==> src/hdl/pfwc_pkg.sv <==
// Constants, types and helpers for the program flash row write controller
package pfwc_pkg;
	// APB register byte addresses
	localparam logic [7:0] ADR_CTRL = 8'h00;
	localparam logic [7:0] ADR_UNLOCK = 8'h04;
	localparam logic [7:0] ADR_ADDR = 8'h08;
	localparam logic [7:0] ADR_DATA = 8'h0c;
	localparam logic [7:0] ADR_WPROT = 8'h10;
	// Control register bit positions
	localparam int B_RD = 0;
	localparam int B_WR = 1;
	localparam int B_WR_EN = 2;
	localparam int B_ERASE = 3;
	localparam int B_LATCH_ONLY = 4;
	localparam int B_REGS = 5;
	localparam int B_ERR = 6;
	localparam int B_DONE = 7;
	localparam int B_CIE = 8;
	// Unlock keys
	localparam logic [7:0] KEY_FIRST = 8'h55;
	localparam logic [7:0] KEY_SECOND = 8'haa;
	// Array geometry
	localparam int NLATCH = 32;
	localparam int ADR_W = 15;
	localparam int DAT_W = 14;
	localparam int IDX_W = 5;
	localparam int ROW_W = 10;
	localparam logic [DAT_W-1:0] BLANK = 14'h3fff;
	localparam logic [IDX_W-1:0] LAST_IDX = 5'h1f;
	localparam logic [ROW_W-1:0] WPROT_RST = 10'h000;
	// Configuration space map
	localparam logic [15:0] UID_LO = 16'h8000;
	localparam logic [15:0] UID_HI = 16'h8003;
	localparam logic [15:0] DEV_LO = 16'h8005;
	localparam logic [15:0] DEV_HI = 16'h8006;
	localparam logic [15:0] CFG_LO = 16'h8007;
	localparam logic [15:0] CFG_HI = 16'h800b;
	localparam logic [15:0] INFO_LO = 16'h8100;
	localparam logic [15:0] INFO_HI = 16'h82ff;
	localparam logic [15:0] EE_LO = 16'hf000;
	localparam logic [15:0] EE_HI = 16'hf0ff;
	// Timing
	localparam int CLK_PERIOD_NS = 40;
	localparam int T_ERASE_NS = 20000;
	localparam int T_PROG_NS = 20000;
	localparam logic [9:0] ERASE_CYC = 10'((T_ERASE_NS + CLK_PERIOD_NS - 1) / CLK_PERIOD_NS);
	localparam logic [9:0] PROG_CYC = 10'((T_PROG_NS + CLK_PERIOD_NS - 1) / CLK_PERIOD_NS);
	localparam logic [9:0] TMR_ZERO = 10'h000;

	typedef enum logic [1:0] {
		ST_IDLE = 2'b00,
		ST_PROG = 2'b01,
		ST_WAIT = 2'b11,
		ST_DONE = 2'b10
	} pfwc_state_t;

	typedef enum logic [1:0] {
		KEY_NONE = 2'b00,
		KEY_ONE = 2'b01,
		KEY_TWO = 2'b11
	} pfwc_key_t;

	function automatic logic in_rng(input logic [15:0] a, input logic [15:0] lo, input logic [15:0] hi);
		in_rng = (a >= lo) && (a <= hi);
	endfunction

	function automatic logic cfg_writable(input logic [15:0] a);
		cfg_writable = in_rng(a, UID_LO, UID_HI) || in_rng(a, CFG_LO, CFG_HI) || in_rng(a, EE_LO, EE_HI);
	endfunction

	function automatic logic cfg_readable(input logic [15:0] a);
		cfg_readable = cfg_writable(a) || in_rng(a, DEV_LO, DEV_HI) || in_rng(a, INFO_LO, INFO_HI);
	endfunction

	function automatic logic [31:0] merge(input logic [31:0] old, input logic [31:0] wd, input logic [3:0] strb);
		logic [31:0] m;
		m = {{8{strb[3]}}, {8{strb[2]}}, {8{strb[1]}}, {8{strb[0]}}};
		merge = (old & ~m) | (wd & m);
	endfunction
endpackage

==> src/hdl/pfwc_latches.sv <==
// Row write latches, blank after reset and after every row operation
module pfwc_latches
	import pfwc_pkg::*;
(
	input wire logic pclk,
	input wire logic presetn,
	input wire logic clr,
	input wire logic load,
	input wire logic [IDX_W-1:0] load_idx,
	input wire logic [DAT_W-1:0] load_data,
	input wire logic [IDX_W-1:0] rd_idx,
	output logic [DAT_W-1:0] rd_data
);
	logic [DAT_W-1:0] mem_q [NLATCH];
	logic [DAT_W-1:0] mem_d [NLATCH];

	always_comb begin
		mem_d = mem_q;
		if (clr) begin
			for (int i = 0; i < NLATCH; i++) begin
				mem_d[i] = BLANK;
			end
		end else if (load) begin
			mem_d[load_idx] = load_data;
		end
	end

	always_ff @(posedge pclk or negedge presetn) begin
		if (!presetn) begin
			for (int i = 0; i < NLATCH; i++) begin
				mem_q[i] <= BLANK;
			end
		end else begin
			mem_q <= mem_d;
		end
	end

	assign rd_data = mem_q[rd_idx];
endmodule // pfwc_latches

==> src/hdl/pfwc_core.sv <==
// Program flash row write controller with APB register access
//
// Operation
// - Row from address 14:5, latch from 4:0
// - Programming never crosses a row boundary
// - Latches return blank after row program
// - Latches blank after erase; unloaded stay blank
// - Latch-only load copies data, ignores protection
// - Program writes all latches to row
// - Erase clears whole row, data ignored
// - Protected erase/program: clear strobe, flag error
// - Load or program only after full unlock
// - No automatic erase before programming
// - One program writes one to 32 words
// - Region select steers to configuration space
// - Configuration ranges: read-write or read-only
// - Unlisted configuration read clears data
// - Error on protection, reset, broken unlock
// - Software may set error; hardware never clears
// - Unlock: 55h, AAh, then write strobe
// - Stall while busy; completion flag and interrupt
//
// Design decisions made here: the address map and the APB register port.
module pfwc_core
	import pfwc_pkg::*;
(
	input wire logic pclk,
	input wire logic presetn,
	input wire logic psel,
	input wire logic penable,
	input wire logic pwrite,
	input wire logic [7:0] paddr,
	input wire logic [31:0] pwdata,
	input wire logic [3:0] pstrb,
	output logic [31:0] prdata,
	output logic pready,
	output logic pslverr,
	output logic fl_rd,
	output logic fl_erase,
	output logic fl_we,
	output logic [15:0] fl_addr,
	output logic [DAT_W-1:0] fl_wdata,
	input wire logic [DAT_W-1:0] fl_rdata,
	output logic cpu_stall,
	output logic nv_irq
);
	// Bus group
	logic pready_q, pready_d;
	logic pslverr_q, pslverr_d;
	logic [31:0] prdata_q, prdata_d;
	// Control group
	pfwc_state_t st_q, st_d;
	pfwc_key_t key_q, key_d;
	logic read_strobe_q, read_strobe_d;
	logic write_strobe_q, write_strobe_d;
	logic write_enable_bit_q, write_enable_bit_d;
	logic erase_select_q, erase_select_d;
	logic latch_only_select_q, latch_only_select_d;
	logic region_select_q, region_select_d;
	logic write_error_flag_q, write_error_flag_d;
	logic completion_flag_q, completion_flag_d;
	logic completion_interrupt_enable_q, completion_interrupt_enable_d;
	logic [ADR_W-1:0] nv_address_q, nv_address_d;
	logic [DAT_W-1:0] nv_data_q, nv_data_d;
	logic [ROW_W-1:0] wp_limit_q, wp_limit_d;
	logic [9:0] tmr_q, tmr_d;
	logic [IDX_W-1:0] idx_q, idx_d;
	logic rd_pend_q, rd_pend_d;
	logic fl_rd_q, fl_rd_d;
	logic fl_erase_q, fl_erase_d;
	logic fl_we_q, fl_we_d;
	logic [15:0] fl_addr_q, fl_addr_d;
	logic [DAT_W-1:0] fl_wdata_q, fl_wdata_d;
	logic cpu_stall_q, cpu_stall_d;
	logic nv_irq_q, nv_irq_d;
	// Reset-interrupt tracking
	logic busy_keep_q, busy_keep_d;
	logic seen_q, seen_d;
	// Internal combinational
	logic acc;
	logic wr_acc;
	logic go;
	logic prot_hit;
	logic lat_ld;
	logic lat_clr;
	logic [15:0] tgt_addr;
	logic [ROW_W-1:0] row;
	logic [31:0] ctrl_rd;
	logic [31:0] wdat;
	logic [DAT_W-1:0] lat_rdata;

	assign acc = psel & penable & pready_q;
	assign wr_acc = acc & pwrite;
	assign row = nv_address_q[ADR_W-1:IDX_W];
	assign tgt_addr = {1'b1, nv_address_q};

	always_comb begin
		ctrl_rd = 32'h0000_0000;
		ctrl_rd[B_RD] = read_strobe_q;
		ctrl_rd[B_WR] = write_strobe_q;
		ctrl_rd[B_WR_EN] = write_enable_bit_q;
		ctrl_rd[B_ERASE] = erase_select_q;
		ctrl_rd[B_LATCH_ONLY] = latch_only_select_q;
		ctrl_rd[B_REGS] = region_select_q;
		ctrl_rd[B_ERR] = write_error_flag_q;
		ctrl_rd[B_DONE] = completion_flag_q;
		ctrl_rd[B_CIE] = completion_interrupt_enable_q;
	end

	// Bus answers: one wait cycle, held off while an operation or read is busy
	always_comb begin
		pready_d = psel & penable & ~pready_q & (st_q == ST_IDLE) & ~rd_pend_q;
		prdata_d = 32'h0000_0000;
		pslverr_d = 1'b0;
		if (pready_d && !pwrite) begin
			case (paddr)
				ADR_CTRL: begin
					prdata_d = ctrl_rd;
				end
				ADR_UNLOCK: begin
					prdata_d = 32'h0000_0000;
				end
				ADR_ADDR: begin
					prdata_d = {17'h00000, nv_address_q};
				end
				ADR_DATA: begin
					prdata_d = {18'h00000, nv_data_q};
				end
				ADR_WPROT: begin
					prdata_d = {22'h000000, wp_limit_q};
				end
				default: begin
					pslverr_d = 1'b1;
				end
			endcase
		end else if (pready_d) begin
			case (paddr)
				ADR_CTRL, ADR_UNLOCK, ADR_ADDR, ADR_DATA, ADR_WPROT: begin
					pslverr_d = 1'b0;
				end
				default: begin
					pslverr_d = 1'b1;
				end
			endcase
		end
	end

	always_ff @(posedge pclk or negedge presetn) begin
		if (!presetn) begin
			pready_q <= 1'b0;
			pslverr_q <= 1'b0;
			prdata_q <= 32'h0000_0000;
		end else begin
			pready_q <= pready_d;
			pslverr_q <= pslverr_d;
			prdata_q <= prdata_d;
		end
	end

	// Control state
	always_comb begin
		st_d = st_q;
		key_d = key_q;
		read_strobe_d = read_strobe_q;
		write_strobe_d = write_strobe_q;
		write_enable_bit_d = write_enable_bit_q;
		erase_select_d = erase_select_q;
		latch_only_select_d = latch_only_select_q;
		region_select_d = region_select_q;
		write_error_flag_d = write_error_flag_q;
		completion_flag_d = completion_flag_q;
		completion_interrupt_enable_d = completion_interrupt_enable_q;
		nv_address_d = nv_address_q;
		nv_data_d = nv_data_q;
		wp_limit_d = wp_limit_q;
		tmr_d = tmr_q;
		idx_d = idx_q;
		rd_pend_d = 1'b0;
		fl_rd_d = 1'b0;
		fl_erase_d = 1'b0;
		fl_we_d = 1'b0;
		fl_addr_d = fl_addr_q;
		fl_wdata_d = fl_wdata_q;
		lat_ld = 1'b0;
		lat_clr = 1'b0;
		go = 1'b0;
		prot_hit = 1'b0;
		wdat = 32'h0000_0000;
		busy_keep_d = presetn ? (st_q != ST_IDLE) : busy_keep_q;
		seen_d = 1'b1;

		// Software register writes
		if (wr_acc) begin
			case (paddr)
				ADR_CTRL: begin
					wdat = merge(ctrl_rd, pwdata, pstrb);
					write_enable_bit_d = wdat[B_WR_EN];
					erase_select_d = wdat[B_ERASE];
					latch_only_select_d = wdat[B_LATCH_ONLY];
					region_select_d = wdat[B_REGS];
					write_error_flag_d = wdat[B_ERR];
					completion_flag_d = wdat[B_DONE];
					completion_interrupt_enable_d = wdat[B_CIE];
					go = wdat[B_WR] & ~write_strobe_q & (key_q == KEY_TWO) & wdat[B_WR_EN];
					if (wdat[B_RD] && !read_strobe_q) begin
						if (wdat[B_REGS] && !cfg_readable(tgt_addr)) begin
							nv_data_d = {DAT_W{1'b0}};
						end else begin
							read_strobe_d = 1'b1;
							rd_pend_d = 1'b1;
							fl_rd_d = 1'b1;
							fl_addr_d = {wdat[B_REGS], nv_address_q};
						end
					end
				end
				ADR_ADDR: begin
					wdat = merge({17'h00000, nv_address_q}, pwdata, pstrb);
					nv_address_d = wdat[ADR_W-1:0];
				end
				ADR_DATA: begin
					wdat = merge({18'h00000, nv_data_q}, pwdata, pstrb);
					nv_data_d = wdat[DAT_W-1:0];
				end
				ADR_WPROT: begin
					wdat = merge({22'h000000, wp_limit_q}, pwdata, pstrb);
					wp_limit_d = wdat[ROW_W-1:0];
				end
				default: begin
				end
			endcase
		end

		// Read completes one cycle after the array strobe
		if (rd_pend_q) begin
			nv_data_d = fl_rdata;
			read_strobe_d = 1'b0;
		end

		// Unlock sequence tracking, any other access breaks it
		if (acc) begin
			if (wr_acc && paddr == ADR_UNLOCK && pstrb[0] && pwdata[7:0] == KEY_FIRST) begin
				key_d = KEY_ONE;
			end else if (key_q == KEY_ONE && wr_acc && paddr == ADR_UNLOCK && pstrb[0]
				&& pwdata[7:0] == KEY_SECOND) begin
				key_d = KEY_TWO;
			end else begin
				key_d = KEY_NONE;
				if (key_q != KEY_NONE && !go) begin
					write_error_flag_d = 1'b1;
				end
			end
		end

		// Start of an operation, decoded from erase and latch-only selects
		if (go) begin
			// Protection follows the region chosen by this same write
			if (region_select_d) begin
				prot_hit = ~cfg_writable(tgt_addr);
			end else begin
				prot_hit = row < wp_limit_q;
			end
			if (erase_select_d) begin
				if (prot_hit) begin
					write_error_flag_d = 1'b1;
					write_strobe_d = 1'b0;
				end else begin
					write_strobe_d = 1'b1;
					fl_erase_d = 1'b1;
					fl_addr_d = {region_select_d, row, {IDX_W{1'b0}}};
					tmr_d = ERASE_CYC;
					st_d = ST_WAIT;
				end
			end else if (latch_only_select_d) begin
				lat_ld = 1'b1;
				write_strobe_d = 1'b0;
			end else begin
				if (prot_hit) begin
					write_error_flag_d = 1'b1;
					write_strobe_d = 1'b0;
				end else begin
					write_strobe_d = 1'b1;
					idx_d = {IDX_W{1'b0}};
					st_d = ST_PROG;
				end
			end
		end

		case (st_q)
			ST_IDLE: begin
				idx_d = idx_q;
			end
			ST_PROG: begin
				fl_we_d = 1'b1;
				fl_addr_d = {region_select_q, row, idx_q};
				fl_wdata_d = lat_rdata;
				idx_d = idx_q + 5'h01;
				if (idx_q == LAST_IDX) begin
					tmr_d = PROG_CYC;
					st_d = ST_WAIT;
				end
			end
			ST_WAIT: begin
				if (tmr_q == TMR_ZERO) begin
					st_d = ST_DONE;
				end else begin
					tmr_d = tmr_q - 10'h001;
				end
			end
			ST_DONE: begin
				lat_clr = 1'b1;
				write_strobe_d = 1'b0;
				completion_flag_d = 1'b1;
				st_d = ST_IDLE;
			end
			default: begin
				st_d = ST_IDLE;
			end
		endcase

		// A reset that cut an operation short is reported once after release
		if (!seen_q && busy_keep_q) begin
			write_error_flag_d = 1'b1;
		end

		cpu_stall_d = st_d != ST_IDLE;
		nv_irq_d = completion_flag_d & completion_interrupt_enable_d;
	end

	always_ff @(posedge pclk or negedge presetn) begin
		if (!presetn) begin
			st_q <= ST_IDLE;
			key_q <= KEY_NONE;
			read_strobe_q <= 1'b0;
			write_strobe_q <= 1'b0;
			write_enable_bit_q <= 1'b0;
			erase_select_q <= 1'b0;
			latch_only_select_q <= 1'b0;
			region_select_q <= 1'b0;
			write_error_flag_q <= 1'b0;
			completion_flag_q <= 1'b0;
			completion_interrupt_enable_q <= 1'b0;
			nv_address_q <= {ADR_W{1'b0}};
			nv_data_q <= {DAT_W{1'b0}};
			wp_limit_q <= WPROT_RST;
			tmr_q <= TMR_ZERO;
			idx_q <= {IDX_W{1'b0}};
			rd_pend_q <= 1'b0;
			fl_rd_q <= 1'b0;
			fl_erase_q <= 1'b0;
			fl_we_q <= 1'b0;
			fl_addr_q <= 16'h0000;
			fl_wdata_q <= BLANK;
			cpu_stall_q <= 1'b0;
			nv_irq_q <= 1'b0;
			seen_q <= 1'b0;
		end else begin
			st_q <= st_d;
			key_q <= key_d;
			read_strobe_q <= read_strobe_d;
			write_strobe_q <= write_strobe_d;
			write_enable_bit_q <= write_enable_bit_d;
			erase_select_q <= erase_select_d;
			latch_only_select_q <= latch_only_select_d;
			region_select_q <= region_select_d;
			write_error_flag_q <= write_error_flag_d;
			completion_flag_q <= completion_flag_d;
			completion_interrupt_enable_q <= completion_interrupt_enable_d;
			nv_address_q <= nv_address_d;
			nv_data_q <= nv_data_d;
			wp_limit_q <= wp_limit_d;
			tmr_q <= tmr_d;
			idx_q <= idx_d;
			rd_pend_q <= rd_pend_d;
			fl_rd_q <= fl_rd_d;
			fl_erase_q <= fl_erase_d;
			fl_we_q <= fl_we_d;
			fl_addr_q <= fl_addr_d;
			fl_wdata_q <= fl_wdata_d;
			cpu_stall_q <= cpu_stall_d;
			nv_irq_q <= nv_irq_d;
			seen_q <= seen_d;
		end
	end

	// Survives reset: remembers whether an operation was running
	always_ff @(posedge pclk) begin
		busy_keep_q <= busy_keep_d;
	end

	pfwc_latches u_latches (
		.pclk(pclk),
		.presetn(presetn),
		.clr(lat_clr),
		.load(lat_ld),
		.load_idx(nv_address_q[IDX_W-1:0]),
		.load_data(nv_data_q),
		.rd_idx(idx_q),
		.rd_data(lat_rdata)
	);

	assign prdata = prdata_q;
	assign pready = pready_q;
	assign pslverr = pslverr_q;
	assign fl_rd = fl_rd_q;
	assign fl_erase = fl_erase_q;
	assign fl_we = fl_we_q;
	assign fl_addr = fl_addr_q;
	assign fl_wdata = fl_wdata_q;
	assign cpu_stall = cpu_stall_q;
	assign nv_irq = nv_irq_q;
endmodule // pfwc_core

==> config.mk <==
export PLATFORM = sky130hd
export DESIGN_NAME = pfwc_core
export DESIGN_NICKNAME = d
export VERILOG_FILES = /design/src/hdl/pfwc_pkg.sv /design/src/hdl/pfwc_latches.sv /design/src/hdl/pfwc_core.sv
export SDC_FILE = /design/constraint.sdc
export NUM_CORES = 1
export LEC_CHECK = 0
export BUFFER_PORTS_ARGS = -buffer_cell sky130_fd_sc_hd__clkbuf_2
export CORE_ASPECT_RATIO = 1.75
export CORE_UTILIZATION = 65
export DETAILED_ROUTE_END_ITERATION = 10
export GPL_TIMING_DRIVEN = 0
export PLACE_DENSITY = 0.84
export SETUP_SLACK_MARGIN = 0.1
export SLEW_MARGIN = 20
export SYNTH_ARGS = -nofsm -noshare
export SYNTH_HDL_FRONTEND = slang
export SYNTH_SLANG_ARGS = --single-unit
==> constraint.sdc <==
create_clock -name pclk -period 3.7 [get_ports pclk]
set_input_delay 0.925 -clock pclk [delete_from_list [all_inputs] [get_ports pclk]]
set_output_delay 0.925 -clock pclk [all_outputs]
set_load 0.005 [all_outputs]
== Word-level counts from Yosys, hierarchy flattened ==
Index checks and enable logic that the tools add are counted.

* Register bits after elaboration: 586
* Input bits: 63
* Output and inout bits: 69
* Word-level logic and storage cells: 262

* Add/subtract/negate cells: 2
* Order comparisons: 14
* Eq/ne operators: 18
* Mux-type cells: 94
* Bitwise logic cells: 27
* Reductions and logical operators: 47

{| class="wikitable"
|+ Operator list
! kind !! count
|-
| $mux 448 || 2
|-
| $bwmux 448 || 1
|-
| $mux 16 || 8
|-
| $mux 14 || 7
|-
| $ge 16x16->1 const B || 5
|-
| $le 16x16->1 const B || 5
|-
| $bmux 14 s5 || 1
|-
| $demux 14 s5 || 1
|-
| $pmux 15 s4 || 1
|-
| $mux 1 || 50
|-
| $mux 10 || 5
|-
| $and 15x15->15 || 2
|-
| $pmux 14 s2 || 1
|-
| $mux 5 || 4
|-
| $pmux 10 s2 || 1
|-
| $logic_and 1x1->1 || 18
|-
| $mux 2 || 9
|-
| $reduce_bool 2->1 || 9
|-
| $eq 8x4->1 const B || 2
|-
| $mux 15 || 1
|-
| $not 15->15 || 1
|-
| $or 15x15->15 || 1
|-
| $and 14x14->14 || 1
|-
| $or 14x14->14 || 1
|-
| other kinds (34) || 65
|}

== Longest topological paths before layout ==
* Word-level depth: 19
* Gate-level depth with buffers: 10
* Mapped depth without buffers: 9

== Hierarchy ==
From an unflattened synthesis, not the netlist that was laid out.

* Cells, all modules: 2773
* Area, all modules: 29534.6 sq um

{| class="wikitable"
|+ By module, submodules not included
! module !! instances !! cells each !! area each (sq um) !! sequential area each (sq um)
|-
| pfwc_latches || 1 || 2176 || 23433.7 || 11771.3
|-
| pfwc_core || 1 || 597 || 6100.9 || 3050.4
|}

== Worst setup path before layout ==
No wires, ideal clock.

* Kind: input port to flip-flop
* Start: input port paddr[1]
* End: register fl_addr_q[10], in the netlist fl_addr[10]
* Arrival time: 2.854 ns
* Slack: 0.721 ns
* Stages: 8
* Path through: nor4_2 and3_1 buf_2 mux2_4 nor3_4 o31ai_4 nor2_8 mux2_4

* Cells in the longest elaborated chain, start to end: 9
* Elaborated cells between the ends (all ways): 15

{| class="wikitable"
|+ RTL lines
! element !! line !! source
|-
| start: declaration || pfwc_core.sv:32 || <nowiki>input wire logic [7:0] paddr,</nowiki>
|-
| $logic_not 8->1 || pfwc_core.sv:194 || <nowiki>case (paddr)</nowiki>
|-
| $mux 1 || pfwc_core.sv:194 ||
|-
| $mux 1 || pfwc_core.sv:193 || <nowiki>if (wr_acc) begin</nowiki>
|-
| named net region_select_d || pfwc_core.sv:59 || <nowiki>logic region_select_q, region_select_d;</nowiki>
|-
| $mux 1 || pfwc_core.sv:257 || <nowiki>if (region_select_d) begin</nowiki>
|-
| $mux 1 || pfwc_core.sv:255 || <nowiki>if (go) begin</nowiki>
|-
| $mux 16 || pfwc_core.sv:263 || <nowiki>if (prot_hit) begin</nowiki>
|-
| $mux 16 || pfwc_core.sv:262 || <nowiki>if (erase_select_d) begin</nowiki>
|-
| $mux 16 || pfwc_core.sv:255 ||
|-
| $mux 16 || pfwc_core.sv:288 || <nowiki>case (st_q)</nowiki>
|-
| named net fl_addr_d[10] || pfwc_core.sv:72 || <nowiki>logic [15:0] fl_addr_q, fl_addr_d;</nowiki>
|-
| end signal: assignment || pfwc_core.sv:377 || <nowiki>fl_addr_q <= fl_addr_d;</nowiki>
|-
| end: declaration || pfwc_core.sv:72 ||
|}

The timed path passes the listed nets, and every way through them passes these cells. The select of a mux whose other input is x is not followed.
A chain may end at the register's enable or synchronous reset.

==> impl_metrics.env <==
export IMPL_status="finished clean"
export IMPL_relSlewSlack_pct=26.21
export IMPL_yosysWarnings=0
export IMPL_worst_path_buf_inv=0
export IMPL_core_um2=42790
export IMPL_initial_core_util_pct=66.22
export IMPL_die_height_um=278.2
export IMPL_routabilityCongestion=1.021
export IMPL_startpoint_type="register"
export IMPL_final_cell_mix="993 x nand2_1, 463 x nand3_1, 462 x dfstp_2, 154 x clkbuf_1, 140 x mux4_2"
export IMPL_path_class="register to register"
export IMPL_cts_max_level=2
export IMPL_dpl_hpwl_um=72000
export IMPL_drv_cap=0
export IMPL_synth_ff_type="dfstp_2"
export IMPL_ys_async_sr_fraction_pct=99.82
export IMPL_irDropWorstVdd_mv=0.4318
export IMPL_drive_gt1_share_pct=32.21
export IMPL_fin_crit_ns=3.656
export IMPL_hold_violations=0
export IMPL_path_clk_slew_ns=0.07
export IMPL_cts_sinks=569
export IMPL_cp_end_kind="register"
export IMPL_dr_pass1_iters=7
export IMPL_rsz0062_at_grt="false"
export IMPL_worst_pin_slew_ns=1.107
export IMPL_wl_um=99540
export IMPL_grt_max_degree=101
export IMPL_cts_made_buffers=50
export IMPL_avgRoutedWirePerCell_um=27.82
export IMPL_hold_class="input port to asynchronous set/reset pin"
export IMPL_netlist_instances=2807
export IMPL_fin_cells=3578
export IMPL_clock_path_buffers=3
export IMPL_grtUsageTotal_pct=45.96
export IMPL_synth_edf_count=1
export IMPL_via_count=24010
export IMPL_worst_endpoint_arrival_ns=4.19
export IMPL_gr_total_overflow=0
export IMPL_cts_tree="built"
export IMPL_dieArea_um2=44470
export IMPL_pin_count=132
export IMPL_synth_distinct_cells=81
export IMPL_chipWidth_um=159.8
export IMPL_synth_area_um2=28340
export IMPL_slowest_stage="a2111oi_1"
export IMPL_finClkSkew_ns=0.02488
export IMPL_required_ns=4.23
export IMPL_num_rows=100
export IMPL_io_buffers=93
export IMPL_worstSkewPairLatency_ns=0.60
export IMPL_finalSetupViolCount=0
export IMPL_layout_nets=3050
export IMPL_routed_via_density=6.710
export IMPL_postRouteAntennaNets=0
export IMPL_drt_initial_drc_count=2864
export IMPL_tns_ns=0
export IMPL_seq_area_frac_synth_pct=52.31
export IMPL_power_leakage_nw=14.08
export IMPL_final_common_cell="nand2_1"
export IMPL_cp_top_family="compound AO/OA/AOI/OAI gates"
export IMPL_grt_pass1_vias=24740
export IMPL_fin_util_pct=73.74
export IMPL_area_growth_pct=11.36
export IMPL_synth_seq_cells=569
export IMPL_critPathMaxStageDelay_ns=0.95
export IMPL_avgSynthCellArea_um2=10.09
export IMPL_hold_slack_ns=0.2847
export IMPL_slew_violations=0
export IMPL_fin_crit_sh_pct=98.82
export IMPL_critPathMaxFanout=6
export IMPL_dp_cells=3484
export IMPL_antenna_found_initial=7
export IMPL_power_density_nw_per_um2=384.9
export IMPL_cp_cell_sequence="or3_1 > a2111oi_1 > a21boi_0 > a311o_1 > o21ai_1 > a21o_1"
export IMPL_root_buffer="clkbuf_16"
export IMPL_drc=0
export IMPL_grt_pass1_wl_um=149400
export IMPL_holdBufCountCts=0
export IMPL_fmax_ghz=0.2735
[power breakdown]
part / total (mW) / switching [mW] / internal [mW]
registers: 6.25 / 0.000188 / 6.25
clock network: 5.68 / 2.46 / 3.22
logic: 0.215 / 0.162 / 0.0535
total: 12.1 / 2.63 / 9.52
[cells by family after synthesis]
family / count (synthesis) / synth area share, %
buf+inv: 277 / 4.694
simple gates: 1604 / 25.49
mux: 197 / 13.44
fa+ha+maj: 12 / 0.5299
flops: 569 / 52.31
xor+xnor: 4 / 0.1237
compound gates: 142 / 3.396
other cells: 2 / 0.02650
[sequential cells by signal, summed over array words and instances, names as in the netlist, 2 cells and up, named ones only]
| name | count |
|---|---|
| prdata | 15 |
| u_latches.mem_q | 448 |
| fl_wdata | 14 |
| fl_addr | 16 |
| st_q | 2 |
| key_q | 2 |
| tmr_q | 10 |
| nv_data_q | 14 |
| idx_q | 5 |
[repair_timing]
item                       4_1_cts  5_1_grt
hold endpoints to repair         0        0
setup endpoints to repair        3       14
setup buffers                    0        0
gates resized for setup          1        4
[metal layers]
layer	up-vias	wire, um	global-route usage, %
met5	-	72	0.4435
met1	11740	29020	45.48
li1	9854	-	-
met2	1719	47460	75.17
met3	691	9674	11.92
met4	10	13310	49.16
[stage by stage]
step | setup WS, ns | power [mW] | instance area [um^2]
after CTS | 0.1004 | 12.12 | 31540
after floorplan | 0.7206 | 6.373 | 28400
after global routing | 0.1038 | 12.37 | 31550
after detailed placement | -0.09925 | 6.562 | 29760
after global placement | -10.28 | 6.517 | 29560
final | 0.04376 | 12.15 | 31560
[synthesized netlist by cell type, drive strengths merged (5+ instances only)]
cell type | n | area, um^2
nand3 | 463 | 2317
nand2 | 993 | 3727
a222oi | 9 | 90.09
dfstp | 462 | 12140
and2 | 7 | 46.30
and3 | 14 | 87.58
o21ai | 44 | 224.0
a22o | 14 | 122.6
mux4 | 140 | 3153
a21o | 15 | 112.6
a22oi | 5 | 37.54
a31oi | 6 | 37.54
inv | 17 | 63.81
nor2 | 57 | 488.0
a21oi | 23 | 115.1
nand4 | 6 | 52.55
buf | 110 | 703.2
nor3 | 17 | 117.6
mux2 | 34 | 424.2
mux2i | 23 | 230.2
clkbuf | 149 | 559.3
or3 | 10 | 62.56
ha | 12 | 150.1
dfrtp | 106 | 2653
nor4 | 7 | 65.06
[final cells by class]
type / instances / area (um^2)
inverter: 18 / 67.56
antenna: 2 / 5.005
clock buffer: 72 / 1519
clock inverter: 20 / 255.2
fill: 2906 / 11240
multi-input combinational: 1977 / 12250
buffer: 259 / 1267
tap: 561 / 701.9
timing repair buffer: 100 / 666.9
sequential: 569 / 14820
[worst reg2reg max path: stages (launching register included)]
cell	delay [ns]
dfrtp_1	0.45
or3_1	0.48
a2111oi_1	0.95
a21boi_0	0.46
a311o_1	0.52
o21ai_1	0.50
a21o_1	0.23
[worst paths after layout]
kind                        startpoint              endpoint  slack (ns)  cells past startpoint
max                           register         nv_data_q[10]        0.04                      6
min in group pclk          fl_wdata[2]           fl_wdata[2]        0.49                      2
max reg2reg                   register         nv_data_q[10]        0.04                      6
max in group asynchronous      presetn  u_latches.mem_q[220]        1.55                      5
min                            presetn            prdata[13]        0.28                      1
min reg2reg                fl_wdata[2]           fl_wdata[2]        0.49                      2
(Power assumes the default switching activity.)
